`config.mk`:
```
export PLATFORM = sky130hd
export DESIGN_NAME = fsd_synth_ctrl
export DESIGN_NICKNAME = d
export VERILOG_FILES = /design/src/rtl/fsd_pkg.sv /design/src/rtl/fsd_ref_clock_output_div.sv /design/src/rtl/fsd_synth_ctrl.sv
export VERILOG_INCLUDE_DIRS = /design/src /design/src/rtl
export SDC_FILE = /design/constraint.sdc
export NUM_CORES = 1
export LEC_CHECK = 0
export BUFFER_PORTS_ARGS = -buffer_cell sky130_fd_sc_hd__buf_2
export CORE_MARGIN = 2
export CORE_UTILIZATION = 48
export CTS_CLUSTER_DIAMETER = 30
export DETAILED_ROUTE_END_ITERATION = 8
export GPL_TIMING_DRIVEN = 0
export HOLD_SLACK_MARGIN = 0.06
export PLACE_DENSITY_LB_ADDON = 0.08
export SETUP_SLACK_MARGIN = 0.1
export SLEW_MARGIN = 40
export SYNTH_ARGS = -nofsm -noshare
export SYNTH_HDL_FRONTEND = slang
export SYNTH_SLANG_ARGS = --single-unit
export TNS_END_PERCENT = 5
```
`constraint.sdc`:
```
create_clock -name clk_sys -period 4.1 [get_ports clk_sys]
set_input_delay 0.205 -clock clk_sys [delete_from_list [all_inputs] [get_ports clk_sys]]
set_output_delay 0.205 -clock clk_sys [all_outputs]
set_load 0.005 [all_outputs]
```
`src/rtl/fsd_regs.svh`:
```
// register offsets, field positions, reset values and timing counts
`ifndef FSD_REGS_SVH
`define FSD_REGS_SVH

`define FSD_ADDR_W 8
`define FSD_CW0_OFS 8'h00
`define FSD_CW1_OFS 8'h04
`define FSD_STAT_OFS 8'h08

`define FSD_FRAC_LSB 0
`define FSD_INT_LSB 15
`define FSD_SYNTH_EN_BIT 28
`define FSD_MUX_LSB 29

`define FSD_RDIV_LSB 4
`define FSD_CKDIV_LSB 8
`define FSD_OSC_EN_BIT 12
`define FSD_HALVE_BIT 13
`define FSD_BIAS_LSB 16
`define FSD_ADJ_LSB 20

`define FSD_STAT_READY_BIT 0
`define FSD_STAT_LOCK_BIT 1
`define FSD_STAT_FB_LSB 8

`define FSD_CW0_RST 32'h000F_8000
`define FSD_CW1_RST 32'h0000_1410

`define FSD_INT_MIN 8'h1F
`define FSD_CLK_NS 8
`define FSD_REG_READY_NS 50000
`define FSD_REG_READY_CYC ((`FSD_REG_READY_NS + `FSD_CLK_NS - 1) / `FSD_CLK_NS)
`define FSD_LOCK_SET_NS 8'h0F
`define FSD_LOCK_CLR_NS 8'h19
`define FSD_LOCK_CYCLES 3'h5

`define FSD_RESP_OKAY 2'h0
`define FSD_RESP_SLVERR 2'h2

`endif

```
`src/rtl/fsd_pkg.sv`:
```
// types shared by the synthesizer control design
`default_nettype none
package fsd_pkg;

  typedef enum logic [2:0] {
    FSD_MUX_REG_READY = 3'b000,
    FSD_MUX_LOCK = 3'b001
  } fsd_mux_type;

  typedef enum logic [0:0] {
    FSD_UNLOCKED = 1'b0,
    FSD_LOCKED = 1'b1
  } fsd_lock_type;

  typedef struct packed {
    logic [2:0] mux_select_field;
    logic synth_enable_bit;
    logic [7:0] int_value;
    logic [14:0] frac_value;
    logic [3:0] vco_adjust_bits;
    logic [3:0] vco_bias_field;
    logic vco_halve_enable;
    logic osc_enable_bit;
    logic [3:0] clock_out_divide_field;
    logic [2:0] ref_div_field;
  } fsd_cfg_type;

endpackage
`default_nettype wire

```
`src/rtl/fsd_ref_clock_output_div.sv`:
```
// even-ratio divider for the reference clock output
`timescale 1ns/1ns
`default_nettype none
module fsd_ref_clock_output_div (
  input wire logic clk_sys,
  input wire logic clear,
  input wire logic osc_run,
  input wire logic [3:0] divide_field,
  output logic clk_out_q
);
  logic [3:0] cnt_q;
  logic [3:0] cnt_d;
  logic clk_out_d;

  always_comb begin
    cnt_d = cnt_q;
    clk_out_d = clk_out_q;
    if (divide_field == 4'h0 || !osc_run) begin
      cnt_d = 4'h0;
      clk_out_d = 1'b0;
    end else if (cnt_q >= divide_field - 4'h1) begin
      cnt_d = 4'h0;
      clk_out_d = !clk_out_q;
    end else begin
      cnt_d = cnt_q + 4'h1;
    end
  end

  always_ff @(posedge clk_sys) begin
    if (clear) begin
      cnt_q <= 4'h0;
      clk_out_q <= 1'b0;
    end else begin
      cnt_q <= cnt_d;
      clk_out_q <= clk_out_d;
    end
  end
endmodule
`default_nettype wire

```
`src/rtl/fsd_synth_ctrl.sv`:
```
// synthesizer digital control with its AXI4-Lite register slave
//
// Overview of operation
// - oscillator runs while enable set, default on
// - clock output divides by even 2..30
// - clock output defaults to divide by eight
// - divide field zero stops clock output
// - three-bit reference divider 1..7 feeds detector
// - reference divider defaults to one
// - select field chooses multiplexer output signal
// - multiplexer defaults to regulator ready
// - lock after five cycles below 15 ns
// - lock holds until 25 ns error
// - chip enable low clears all registers except the register bus state
// - eight-bit integer plus 15-bit fractional divider
// - integer divide value never below 31
// - output is ref over R times N
// - halve enable inserts divide by two
// - two-bit adjust field recenters vco
// - vco powered only with synth enable
//
// The address map and the AXI4-Lite slave port were decided locally.
`timescale 1ns/1ns
`default_nettype none
`include "fsd_regs.svh"
module fsd_synth_ctrl
  import fsd_pkg::*;
#(
  parameter int REG_READY_CYC = `FSD_REG_READY_CYC
) (
  input wire logic clk_sys,
  input wire logic rst,
  input wire logic chip_enable,
  input wire logic [7:0] phase_error_ns,
  input wire logic [`FSD_ADDR_W-1:0] s_axi_awaddr,
  input wire logic s_axi_awvalid,
  output logic s_axi_awready,
  input wire logic [31:0] s_axi_wdata,
  input wire logic [3:0] s_axi_wstrb,
  input wire logic s_axi_wvalid,
  output logic s_axi_wready,
  output logic [1:0] s_axi_bresp,
  output logic s_axi_bvalid,
  input wire logic s_axi_bready,
  input wire logic [`FSD_ADDR_W-1:0] s_axi_araddr,
  input wire logic s_axi_arvalid,
  output logic s_axi_arready,
  output logic [31:0] s_axi_rdata,
  output logic [1:0] s_axi_rresp,
  output logic s_axi_rvalid,
  input wire logic s_axi_rready,
  output logic regulator_enable_q,
  output logic osc_enable_q,
  output logic ref_clock_output,
  output logic phase_detector_tick_q,
  output logic [8:0] fb_divide_q,
  output logic vco_enable_q,
  output logic vco_halve_enable_q,
  output logic [1:0] vco_adjust_field_q,
  output logic [3:0] vco_bias_field_q,
  output logic mux_out_q
);

  function automatic logic [31:0] merge_bytes(input logic [31:0] old,
      input logic [31:0] data, input logic [3:0] strb);
    logic [31:0] r;
    r = old;
    for (int i = 0; i < 4; i++) begin
      if (strb[i]) begin
        r[i*8 +: 8] = data[i*8 +: 8];
      end
    end
    return r;
  endfunction

  function automatic logic is_mapped(input logic [`FSD_ADDR_W-1:0] a);
    return a == `FSD_CW0_OFS || a == `FSD_CW1_OFS || a == `FSD_STAT_OFS;
  endfunction

  logic clear;
  assign clear = rst || !chip_enable;

  // ---------------- register bus ----------------
  logic aw_have_q, aw_have_d, w_have_q, w_have_d;
  logic [`FSD_ADDR_W-1:0] awaddr_q, awaddr_d;
  logic [31:0] wdata_q, wdata_d;
  logic [3:0] wstrb_q, wstrb_d;
  logic awready_d, wready_d, bvalid_d, arready_d, rvalid_d;
  logic [1:0] bresp_d, rresp_d;
  logic [31:0] rdata_d;
  logic wr_fire;
  logic [31:0] cw0_q, cw0_d, cw1_q, cw1_d, stat_word;
  logic ready_q, ready_d;
  logic [15:0] ready_cnt_q, ready_cnt_d;
  fsd_lock_type lock_q, lock_d;

  assign stat_word = {15'h0000, fb_divide_q, 6'h00,
                      lock_q == FSD_LOCKED, ready_q};

  always_comb begin
    aw_have_d = aw_have_q;
    w_have_d = w_have_q;
    awaddr_d = awaddr_q;
    wdata_d = wdata_q;
    wstrb_d = wstrb_q;
    bvalid_d = s_axi_bvalid;
    bresp_d = s_axi_bresp;
    rvalid_d = s_axi_rvalid;
    rresp_d = s_axi_rresp;
    rdata_d = s_axi_rdata;
    if (s_axi_awvalid && s_axi_awready) begin
      aw_have_d = 1'b1;
      awaddr_d = s_axi_awaddr;
    end
    if (s_axi_wvalid && s_axi_wready) begin
      w_have_d = 1'b1;
      wdata_d = s_axi_wdata;
      wstrb_d = s_axi_wstrb;
    end
    if (s_axi_bvalid && s_axi_bready) begin
      bvalid_d = 1'b0;
    end
    wr_fire = aw_have_q && w_have_q && !s_axi_bvalid;
    if (wr_fire) begin
      aw_have_d = 1'b0;
      w_have_d = 1'b0;
      bvalid_d = 1'b1;
      bresp_d = is_mapped(awaddr_q) ? `FSD_RESP_OKAY : `FSD_RESP_SLVERR;
    end
    awready_d = !aw_have_d && !bvalid_d;
    wready_d = !w_have_d && !bvalid_d;
    if (s_axi_rvalid && s_axi_rready) begin
      rvalid_d = 1'b0;
    end
    if (s_axi_arvalid && s_axi_arready) begin
      rvalid_d = 1'b1;
      rresp_d = `FSD_RESP_OKAY;
      case (s_axi_araddr)
        `FSD_CW0_OFS: rdata_d = cw0_q;
        `FSD_CW1_OFS: rdata_d = cw1_q;
        `FSD_STAT_OFS: rdata_d = stat_word;
        default: begin
          rdata_d = 32'h0000_0000;
          rresp_d = `FSD_RESP_SLVERR;
        end
      endcase
    end
    arready_d = !rvalid_d;
  end

  always_ff @(posedge clk_sys) begin
    if (rst) begin
      aw_have_q <= 1'b0;
      w_have_q <= 1'b0;
      awaddr_q <= '0;
      wdata_q <= 32'h0000_0000;
      wstrb_q <= 4'h0;
      s_axi_awready <= 1'b0;
      s_axi_wready <= 1'b0;
      s_axi_bvalid <= 1'b0;
      s_axi_bresp <= 2'h0;
      s_axi_arready <= 1'b0;
      s_axi_rvalid <= 1'b0;
      s_axi_rresp <= 2'h0;
      s_axi_rdata <= 32'h0000_0000;
    end else begin
      aw_have_q <= aw_have_d;
      w_have_q <= w_have_d;
      awaddr_q <= awaddr_d;
      wdata_q <= wdata_d;
      wstrb_q <= wstrb_d;
      s_axi_awready <= awready_d;
      s_axi_wready <= wready_d;
      s_axi_bvalid <= bvalid_d;
      s_axi_bresp <= bresp_d;
      s_axi_arready <= arready_d;
      s_axi_rvalid <= rvalid_d;
      s_axi_rresp <= rresp_d;
      s_axi_rdata <= rdata_d;
    end
  end

  // ---------------- control words and regulator ----------------
  fsd_cfg_type cfg;
  logic [7:0] int_eff;

  always_comb begin
    cw0_d = cw0_q;
    cw1_d = cw1_q;
    ready_cnt_d = ready_cnt_q;
    ready_d = ready_q;
    if (ready_cnt_q >= 16'(REG_READY_CYC - 1)) begin
      ready_d = 1'b1;
    end else begin
      ready_cnt_d = ready_cnt_q + 16'h0001;
    end
    // writes before the regulator settles are dropped, still answered
    if (wr_fire && ready_q) begin
      if (awaddr_q == `FSD_CW0_OFS) begin
        cw0_d = merge_bytes(cw0_q, wdata_q, wstrb_q);
      end
      if (awaddr_q == `FSD_CW1_OFS) begin
        cw1_d = merge_bytes(cw1_q, wdata_q, wstrb_q);
      end
    end
  end

  always_ff @(posedge clk_sys) begin
    if (clear) begin
      cw0_q <= `FSD_CW0_RST;
      cw1_q <= `FSD_CW1_RST;
      ready_cnt_q <= 16'h0000;
      ready_q <= 1'b0;
    end else begin
      cw0_q <= cw0_d;
      cw1_q <= cw1_d;
      ready_cnt_q <= ready_cnt_d;
      ready_q <= ready_d;
    end
  end

  always_comb begin
    cfg.mux_select_field = cw0_q[`FSD_MUX_LSB +: 3];
    cfg.synth_enable_bit = cw0_q[`FSD_SYNTH_EN_BIT];
    cfg.int_value = cw0_q[`FSD_INT_LSB +: 8];
    cfg.frac_value = cw0_q[`FSD_FRAC_LSB +: 15];
    cfg.vco_adjust_bits = {2'b00, cw1_q[`FSD_ADJ_LSB +: 2]};
    cfg.vco_bias_field = cw1_q[`FSD_BIAS_LSB +: 4];
    cfg.vco_halve_enable = cw1_q[`FSD_HALVE_BIT];
    cfg.osc_enable_bit = cw1_q[`FSD_OSC_EN_BIT];
    cfg.clock_out_divide_field = cw1_q[`FSD_CKDIV_LSB +: 4];
    cfg.ref_div_field = cw1_q[`FSD_RDIV_LSB +: 3];
    int_eff = (cfg.int_value < `FSD_INT_MIN) ? `FSD_INT_MIN
                                            : cfg.int_value;
  end

  // ---------------- dividers and lock detect ----------------
  logic [2:0] rcnt_q, rcnt_d, r_eff;
  logic tick_d;
  logic [14:0] acc_q, acc_d;
  logic [15:0] acc_sum;
  logic [8:0] fb_d;
  logic [2:0] lcnt_q, lcnt_d;
  logic osc_run;

  assign osc_run = cfg.osc_enable_bit;

  always_comb begin
    rcnt_d = rcnt_q;
    tick_d = 1'b0;
    acc_d = acc_q;
    fb_d = fb_divide_q;
    lcnt_d = lcnt_q;
    lock_d = lock_q;
    acc_sum = 16'h0000;
    // field zero acts as ratio one
    r_eff = (cfg.ref_div_field == 3'h0) ? 3'h1 : cfg.ref_div_field;
    if (osc_run) begin
      if (rcnt_q >= r_eff - 3'h1) begin
        rcnt_d = 3'h0;
        tick_d = 1'b1;
      end else begin
        rcnt_d = rcnt_q + 3'h1;
      end
    end
    if (!cfg.synth_enable_bit) begin
      acc_d = 15'h0000;
      fb_d = 9'h000;
      lcnt_d = 3'h0;
      lock_d = FSD_UNLOCKED;
    end else if (phase_detector_tick_q) begin
      acc_sum = {1'b0, acc_q} + {1'b0, cfg.frac_value};
      acc_d = acc_sum[14:0];
      // mean modulus is int plus frac over 2^15
      fb_d = {1'b0, int_eff} + {8'h00, acc_sum[15]};
      case (lock_q)
        FSD_UNLOCKED: begin
          // five good comparisons in a row
          if (phase_error_ns < `FSD_LOCK_SET_NS) begin
            lcnt_d = lcnt_q + 3'h1;
            if (lcnt_q + 3'h1 >= `FSD_LOCK_CYCLES) begin
              lock_d = FSD_LOCKED;
              lcnt_d = 3'h0;
            end
          end else begin
            lcnt_d = 3'h0;
          end
        end
        FSD_LOCKED: begin
          if (phase_error_ns >= `FSD_LOCK_CLR_NS) begin
            lock_d = FSD_UNLOCKED;
          end
        end
        default: lock_d = FSD_UNLOCKED;
      endcase
    end
  end

  always_ff @(posedge clk_sys) begin
    if (clear) begin
      rcnt_q <= 3'h0;
      phase_detector_tick_q <= 1'b0;
      acc_q <= 15'h0000;
      fb_divide_q <= 9'h000;
      lcnt_q <= 3'h0;
      lock_q <= FSD_UNLOCKED;
    end else begin
      rcnt_q <= rcnt_d;
      phase_detector_tick_q <= tick_d;
      acc_q <= acc_d;
      fb_divide_q <= fb_d;
      lcnt_q <= lcnt_d;
      lock_q <= lock_d;
    end
  end

  // ---------------- pin outputs ----------------
  logic mux_d;

  always_comb begin
    case (cfg.mux_select_field)
      // code zero ready, code one lock
      FSD_MUX_REG_READY: mux_d = ready_q;
      FSD_MUX_LOCK: mux_d = (lock_q == FSD_LOCKED);
      default: mux_d = 1'b0;
    endcase
  end

  always_ff @(posedge clk_sys) begin
    if (clear) begin
      regulator_enable_q <= 1'b0;
      osc_enable_q <= 1'b0;
      vco_enable_q <= 1'b0;
      vco_halve_enable_q <= 1'b0;
      vco_adjust_field_q <= 2'h0;
      vco_bias_field_q <= 4'h0;
      mux_out_q <= 1'b0;
    end else begin
      regulator_enable_q <= 1'b1;
      osc_enable_q <= cfg.osc_enable_bit;
      vco_enable_q <= cfg.synth_enable_bit;
      vco_halve_enable_q <= cfg.vco_halve_enable;
      vco_adjust_field_q <= cfg.vco_adjust_bits[1:0];
      vco_bias_field_q <= cfg.vco_bias_field;
      mux_out_q <= mux_d;
    end
  end

  fsd_ref_clock_output_div u_ref_clock_output (
    .clk_sys(clk_sys),
    .clear(clear),
    .osc_run(osc_run),
    .divide_field(cfg.clock_out_divide_field),
    .clk_out_q(ref_clock_output)
  );
endmodule
`default_nettype wire

```
* Yosys cells after proc, flatten, opt, wreduce, memory -nomap -nowiden
Index checks and enable logic that the tools add are counted.
** Word-level totals
- Output and inout port bits :: 63
- Bits in writable memories :: 0
- ROM bits :: 0
- Latch bits :: 0
- Flip-flop bits (word level) :: 216
- Logic and storage cells :: 125
- Memories kept :: 0
** Cells by class
- Equality and inequality tests :: 5
- $lt $le $gt $ge :: 7
- Muxes and demuxes :: 23
- Reduce and logical (&&, ||, !) cells :: 41
- Shift operators :: 0
- Div/mod/pow operators :: 0
- $add $sub $neg :: 8
- Bitwise gates (word level) :: 3
- $mul :: 0
** Operator list (number)
- 32-bit one-hot mux with 3 select lines :: 1
- 3-bit AND reduction :: 8
- 15-bit by 15-bit adder with 16-bit output :: 1
- 16-bit by 1-bit adder with 16-bit output, second input constant :: 1
- 8-bit by 3-bit equality test with 1-bit output, second input constant :: 2
- 8-bit by 4-bit equality test with 1-bit output, second input constant :: 2
- 16-bit by 13-bit greater-or-equal comparator with 1-bit output, second input constant :: 1
- 8-bit zero test :: 2
- 1-bit two-way mux :: 13
- 3-bit two-way mux :: 4
- 1-bit logical AND :: 10
- 8-bit by 1-bit adder with 9-bit output :: 1
- 8-bit by 5-bit greater-or-equal comparator with 1-bit output, second input constant :: 1
- 1-bit zero test :: 8
- 8-bit by 4-bit < comparator with 1-bit output, second input constant :: 1
- 8-bit by 5-bit < comparator with 1-bit output, second input constant :: 1
- 8-bit two-way mux :: 1
- 3-bit by 1-bit adder with 3-bit output, second input constant :: 2
- 3-bit zero test :: 2
- 2-bit OR reduction :: 3
- 3-bit OR reduction :: 2
- 4-bit by 1-bit adder with 4-bit output, second input constant :: 1
- 4-bit greater-or-equal comparator :: 1
- 4-bit zero test :: 1
- 10 further kinds :: 17

* Depth between registers and ports, before layout
- Depth after elaboration :: 5
- Mapped depth :: 11
- Depth with buffers taken out :: 11

* By module
From an unflattened synthesis, not the netlist that was laid out.
** Unflattened totals
- Cells, all modules :: 1096
- Area, all modules :: 9211.3 um^2
** Modules (own cells, without submodules)
- fsd_synth_ctrl :: sequential area each 4184.0 um^2, instances 1, cells each 1060, area an instance 8866.0 um^2
- fsd_ref_clock_output_div :: sequential area each 100.1 um^2, instances 1, cells each 36, area an instance 345.3 um^2

* Least setup slack after synthesis
No wires, ideal clock.
- Path type :: flip-flop to flip-flop
- From :: register cw0_q[6]
- To :: register fb_divide_q[7]
- Setup slack :: 1.672 ns
- Arrival time :: 2.337 ns
- Cell stages (with the launch flop) :: 11
- Period minus slack after synthesis :: 2.428 ns
- Path through :: dfxtp_1 ha_1 o21a_1 o211ai_1 a31oi_1 nor4_1 o21ai_0 ha_1 nand2_2 or3_1 a311oi_1
** On the way
- Longest elaborated chain between the ends :: 2
** RTL lines
- start: declaration :: RTL line fsd_synth_ctrl.sv:92 : logic [31:0] cw0_q, cw0_d, cw1_q, cw1_d, stat_word;
- start signal: assignment :: RTL line fsd_synth_ctrl.sv:210 : cw0_q <= `FSD_CW0_RST;
- start signal: assignment :: RTL line fsd_synth_ctrl.sv:215 : cw0_q <= cw0_d;
- 15-bit by 15-bit adder with 16-bit output :: RTL line fsd_synth_ctrl.sv:272 : acc_sum = {1'b0, acc_q} + {1'b0, cfg.frac_value};
- 8-bit by 1-bit adder with 9-bit output :: RTL line fsd_synth_ctrl.sv:275 : fb_d = {1'b0, int_eff} + {8'h00, acc_sum[15]};
- end signal: assignment :: RTL line fsd_synth_ctrl.sv:304 : fb_divide_q <= 9'h000;
- end signal: assignment :: RTL line fsd_synth_ctrl.sv:311 : fb_divide_q <= fb_d;
- end: declaration :: RTL line fsd_synth_ctrl.sv:56 : output logic [8:0] fb_divide_q,
No other way between the ends.
A chain may end at the register's enable or synchronous reset.

* Final worst setup path
- From :: register cw0_q[4]
- To :: register fb_divide_q[4]
The elaborated chain is that of the path after synthesis.

==> impl_metrics.json <==
{
  "instances_no_fill": 1570,
  "powerDensity_mw_per_mm2": 500,
  "root_buffer": "clkbuf_16",
  "grt-ovfl-total": 0,
  "finalHoldViolations": 0,
  "drive_gt1_share_pct": 19.0,
  "core-area_mm2": 0.0187,
  "grt_antenna_before_repair": 0,
  "status": "completed",
  "rrSetupSlack_ns": 1.22,
  "yosys-top-cells-count": "nand2_1, dfxtp_1, a21oi_1, nor2_1, clkbuf_1",
  "synthesis.area_mm2": 0.00912,
  "p_comb_share_pct": 4.1,
  "wire_per_inst_um": 16.5,
  "routed_via_density": 5.27,
  "timing.final.crit_share_pct": 70.2,
  "num_rows": 50,
  "nets": 1402,
  "syn2layout_area_growth_pct": 32.5,
  "synth.yosys.seq_area_share_pct": 47.0,
  "cp-start-kind": "flop",
  "leakage_nw": 4.93,
  "setup-tns-final_ns": 0,
  "cp.required_ns": 4.49,
  "hold_path.class": "input pin to flop",
  "first_iter_violations": 386,
  "cts_inserted_buffers": 45,
  "antenna_left": 0,
  "synth_area_leaders": "dfxtp_1, nand2_1, a21oi_1, ha_1, nor2_1",
  "rsz0062_at_grt": "no",
  "placed_cells": 1440,
  "cts_tree": "yes",
  "port_buffers": 127,
  "internal_power_mw": 4.70,
  "drc_errors": 0,
  "gp_congestion": 0.848,
  "vdd_drop_max_uv": 318,
  "cts.htree.levels": 2,
  "antennaDiodeCount": 0,
  "finalClockSkew_ns": 0.0162,
  "rr_startpoint": "cw0_q[4]",
  "die_height_um": 142,
  "yosys.area.top_type": "dfxtp_1",
  "hold_start": "s_axi_awvalid",
  "cts_buffer_depth": 3,
  "synth_cells": 1078,
  "grt_pass1_wl_um": 40700,
  "switching_share_pct": 22.2,
  "cap_violations": 0,
  "die_w_um": 142,
  "dp_hpwl_um": 18300,
  "slew_headroom_pct": 49.8,
  "synth_edf_count": 0,
  "via_count": 8267,
  "layout_min_cycle_time_ns": 2.88,
  "path_class": "flop to flop",
  "setup_viol": 0,
  "power.switching_mw": 1.34,
  "clock-sinks": 214,
  "synth-seq-cells": 214,
  "syn_area_per_cell_um2": 8.46,
  "io_pins": 131,
  "cts-resized-gates": 0,
  "p_clk_share_pct": 60.5,
  "fmax_ghz": 0.347,
  "die-area_mm2": 0.0201,
  "seqPwrFrac_pct": 35.4,
  "synth_cell_types": 58,
  "tightestPinTransition_ns": 0.753,
  "path_max_fanout": 6,
  "yosys_warnings": 0,
  "clk_latency_ns": 0.53,
  "synthFlopType": "dfxtp_1",
  "critPathLaunch": "cw0_q[4]",
  "clk_pin_slew_ns": 0.05,
  "endpoint_kind": "flop",
  "drv_slew": 0,
  "yosysTopAreaCellShare_pct": 47.0,
  "synth_most_common_cell": "nand2_1",
  "drt_wl_total_um": 25800,
  "grt_max_degree": 13,
  "gr-usage-all-layers_pct": 25.7,
  "start_util_pct": 48.8,
  "arrival_ns": 3.27,
  "grt_pass1_vias": 7958,
  "synthArstFlopShare_pct": 0,
  "drtPass1Iterations": 5
}
[cell usage in the layout, fill, tap and decap left out, drive strengths merged, types with 7 or more instances in the layout]
| master | instances |
|---|---|
| a21o | 11 |
| a21oi | 121 |
| a22oi | 34 |
| and2 | 22 |
| buf | 145 |
| clkbuf | 95 |
| clkinv | 9 |
| clkinvlp | 7 |
| dfxtp | 214 |
| dlygate4sd3 | 47 |
| ha | 33 |
| inv | 26 |
| mux2 | 22 |
| mux2i | 30 |
| nand2 | 250 |
| nand2b | 7 |
| nand3 | 20 |
| nand4 | 7 |
| nor2 | 95 |
| nor2b | 7 |
| nor3 | 12 |
| nor4 | 7 |
| o21ai | 26 |
| xnor2 | 15 |
| xor2 | 15 |
[sequential cells by signal (all words and copies together), names as in the netlist, 4 cells and up]
register,count
vco_bias_field_q,4
ready_cnt_q,16
acc_q,15
s_axi_rdata,32
fb_divide_q,9
cw0_q,32
awaddr_q,8
u_ref_clock_output.cnt_q,4
wstrb_q,4
wdata_q,32
cw1_q,32
[per-stage QoR]
| stage | worst slack (ns) | cell area, um2 | util, % | hold slack [ns] | power [mW] |
|---|---|---|---|---|---|
| 2_1_floorplan | 1.67 | 9130 | - | 0.341 | 2.29 |
| 3_3_place_gp | 1.26 | 10100 | 53.8 | 0.435 | 2.39 |
| 3_5_place_dp | 1.25 | 10100 | 53.8 | 0.443 | 2.39 |
| 4_1_cts | 1.23 | 12100 | 64.6 | 0.127 | 6.08 |
| 5_1_grt | 0.919 | 12100 | 64.6 | 0.177 | 6.23 |
| 6_report | 1.22 | 12100 | 64.6 | 0.134 | 6.05 |
[power groups by stage]
stage	registers (mW)	clock network [mW]	logic, mW
after floorplan	2.17	0	0.120
after global routing	2.14	3.81	0.272
final	2.14	3.66	0.249
after detailed placement	2.18	0	0.213
after global placement	2.18	0	0.211
after CTS	2.14	3.69	0.248
[layout make-up]
class / instances / area (um2)
well taps: 234 / 293
clock inverters: 27 / 315
clock buffers: 56 / 1250
repair buffers: 174 / 1110
plain buffers: 57 / 262
inverters: 20 / 75.1
flip-flops and latches: 214 / 4280
fillers: 1618 / 6620
multi-input cells: 788 / 4510
[cell families after synthesis]
logic type | Yosys count | synth area share (%)
AND/OR/NAND/NOR | 448 | 21.3
AO/OA/AOI/OAI | 222 | 14.4
flip-flops | 214 | 47.0
buffers and inverters | 77 | 3.69
multiplexers | 52 | 6.01
adder cells (fa/ha/maj) | 34 | 4.75
XOR/XNOR | 30 | 2.88
other | 1 | 0.0411
[worst paths after layout]
check / cells after the start / to
max: 10 / fb_divide_q[4]
min: 4 / awaddr_q[5]
max reg2reg: 10 / fb_divide_q[4]
min reg2reg: 2 / cw1_q[29]
[repair_timing]
| item | CTS | global route |
|---|---|---|
| endpoints found under the setup margin | 0 | 0 |
| hold buffers | 47 | 0 |
| buffers inserted | 0 | 0 |
| endpoints found under the hold margin | 48 | 0 |
[metal layers]
layer | up-vias | GRT usage, % | part of all wire, %
met1 | 3821 | 33.7 | 46
met2 | 241 | 42.1 | 46
met3 | 60 | 4.45 | 4.8
li1 | 4145 | - | -
met4 | 0 | 10.7 | 3.4
met5 | - | 0 | 0
[worst max-delay path, cell delays in order (launching register included)]
cell	delay (ns)
dfxtp_1	0.33
ha_1	0.37
a21o_1	0.19
a31oi_1	0.17
a31oi_1	0.24
nor4_1	0.31
o21ai_0	0.20
ha_1	0.29
a41o_2	0.28
o21ai_0	0.27
a21oi_1	0.11
Note: power is estimated with default switching activity, not from simulation.
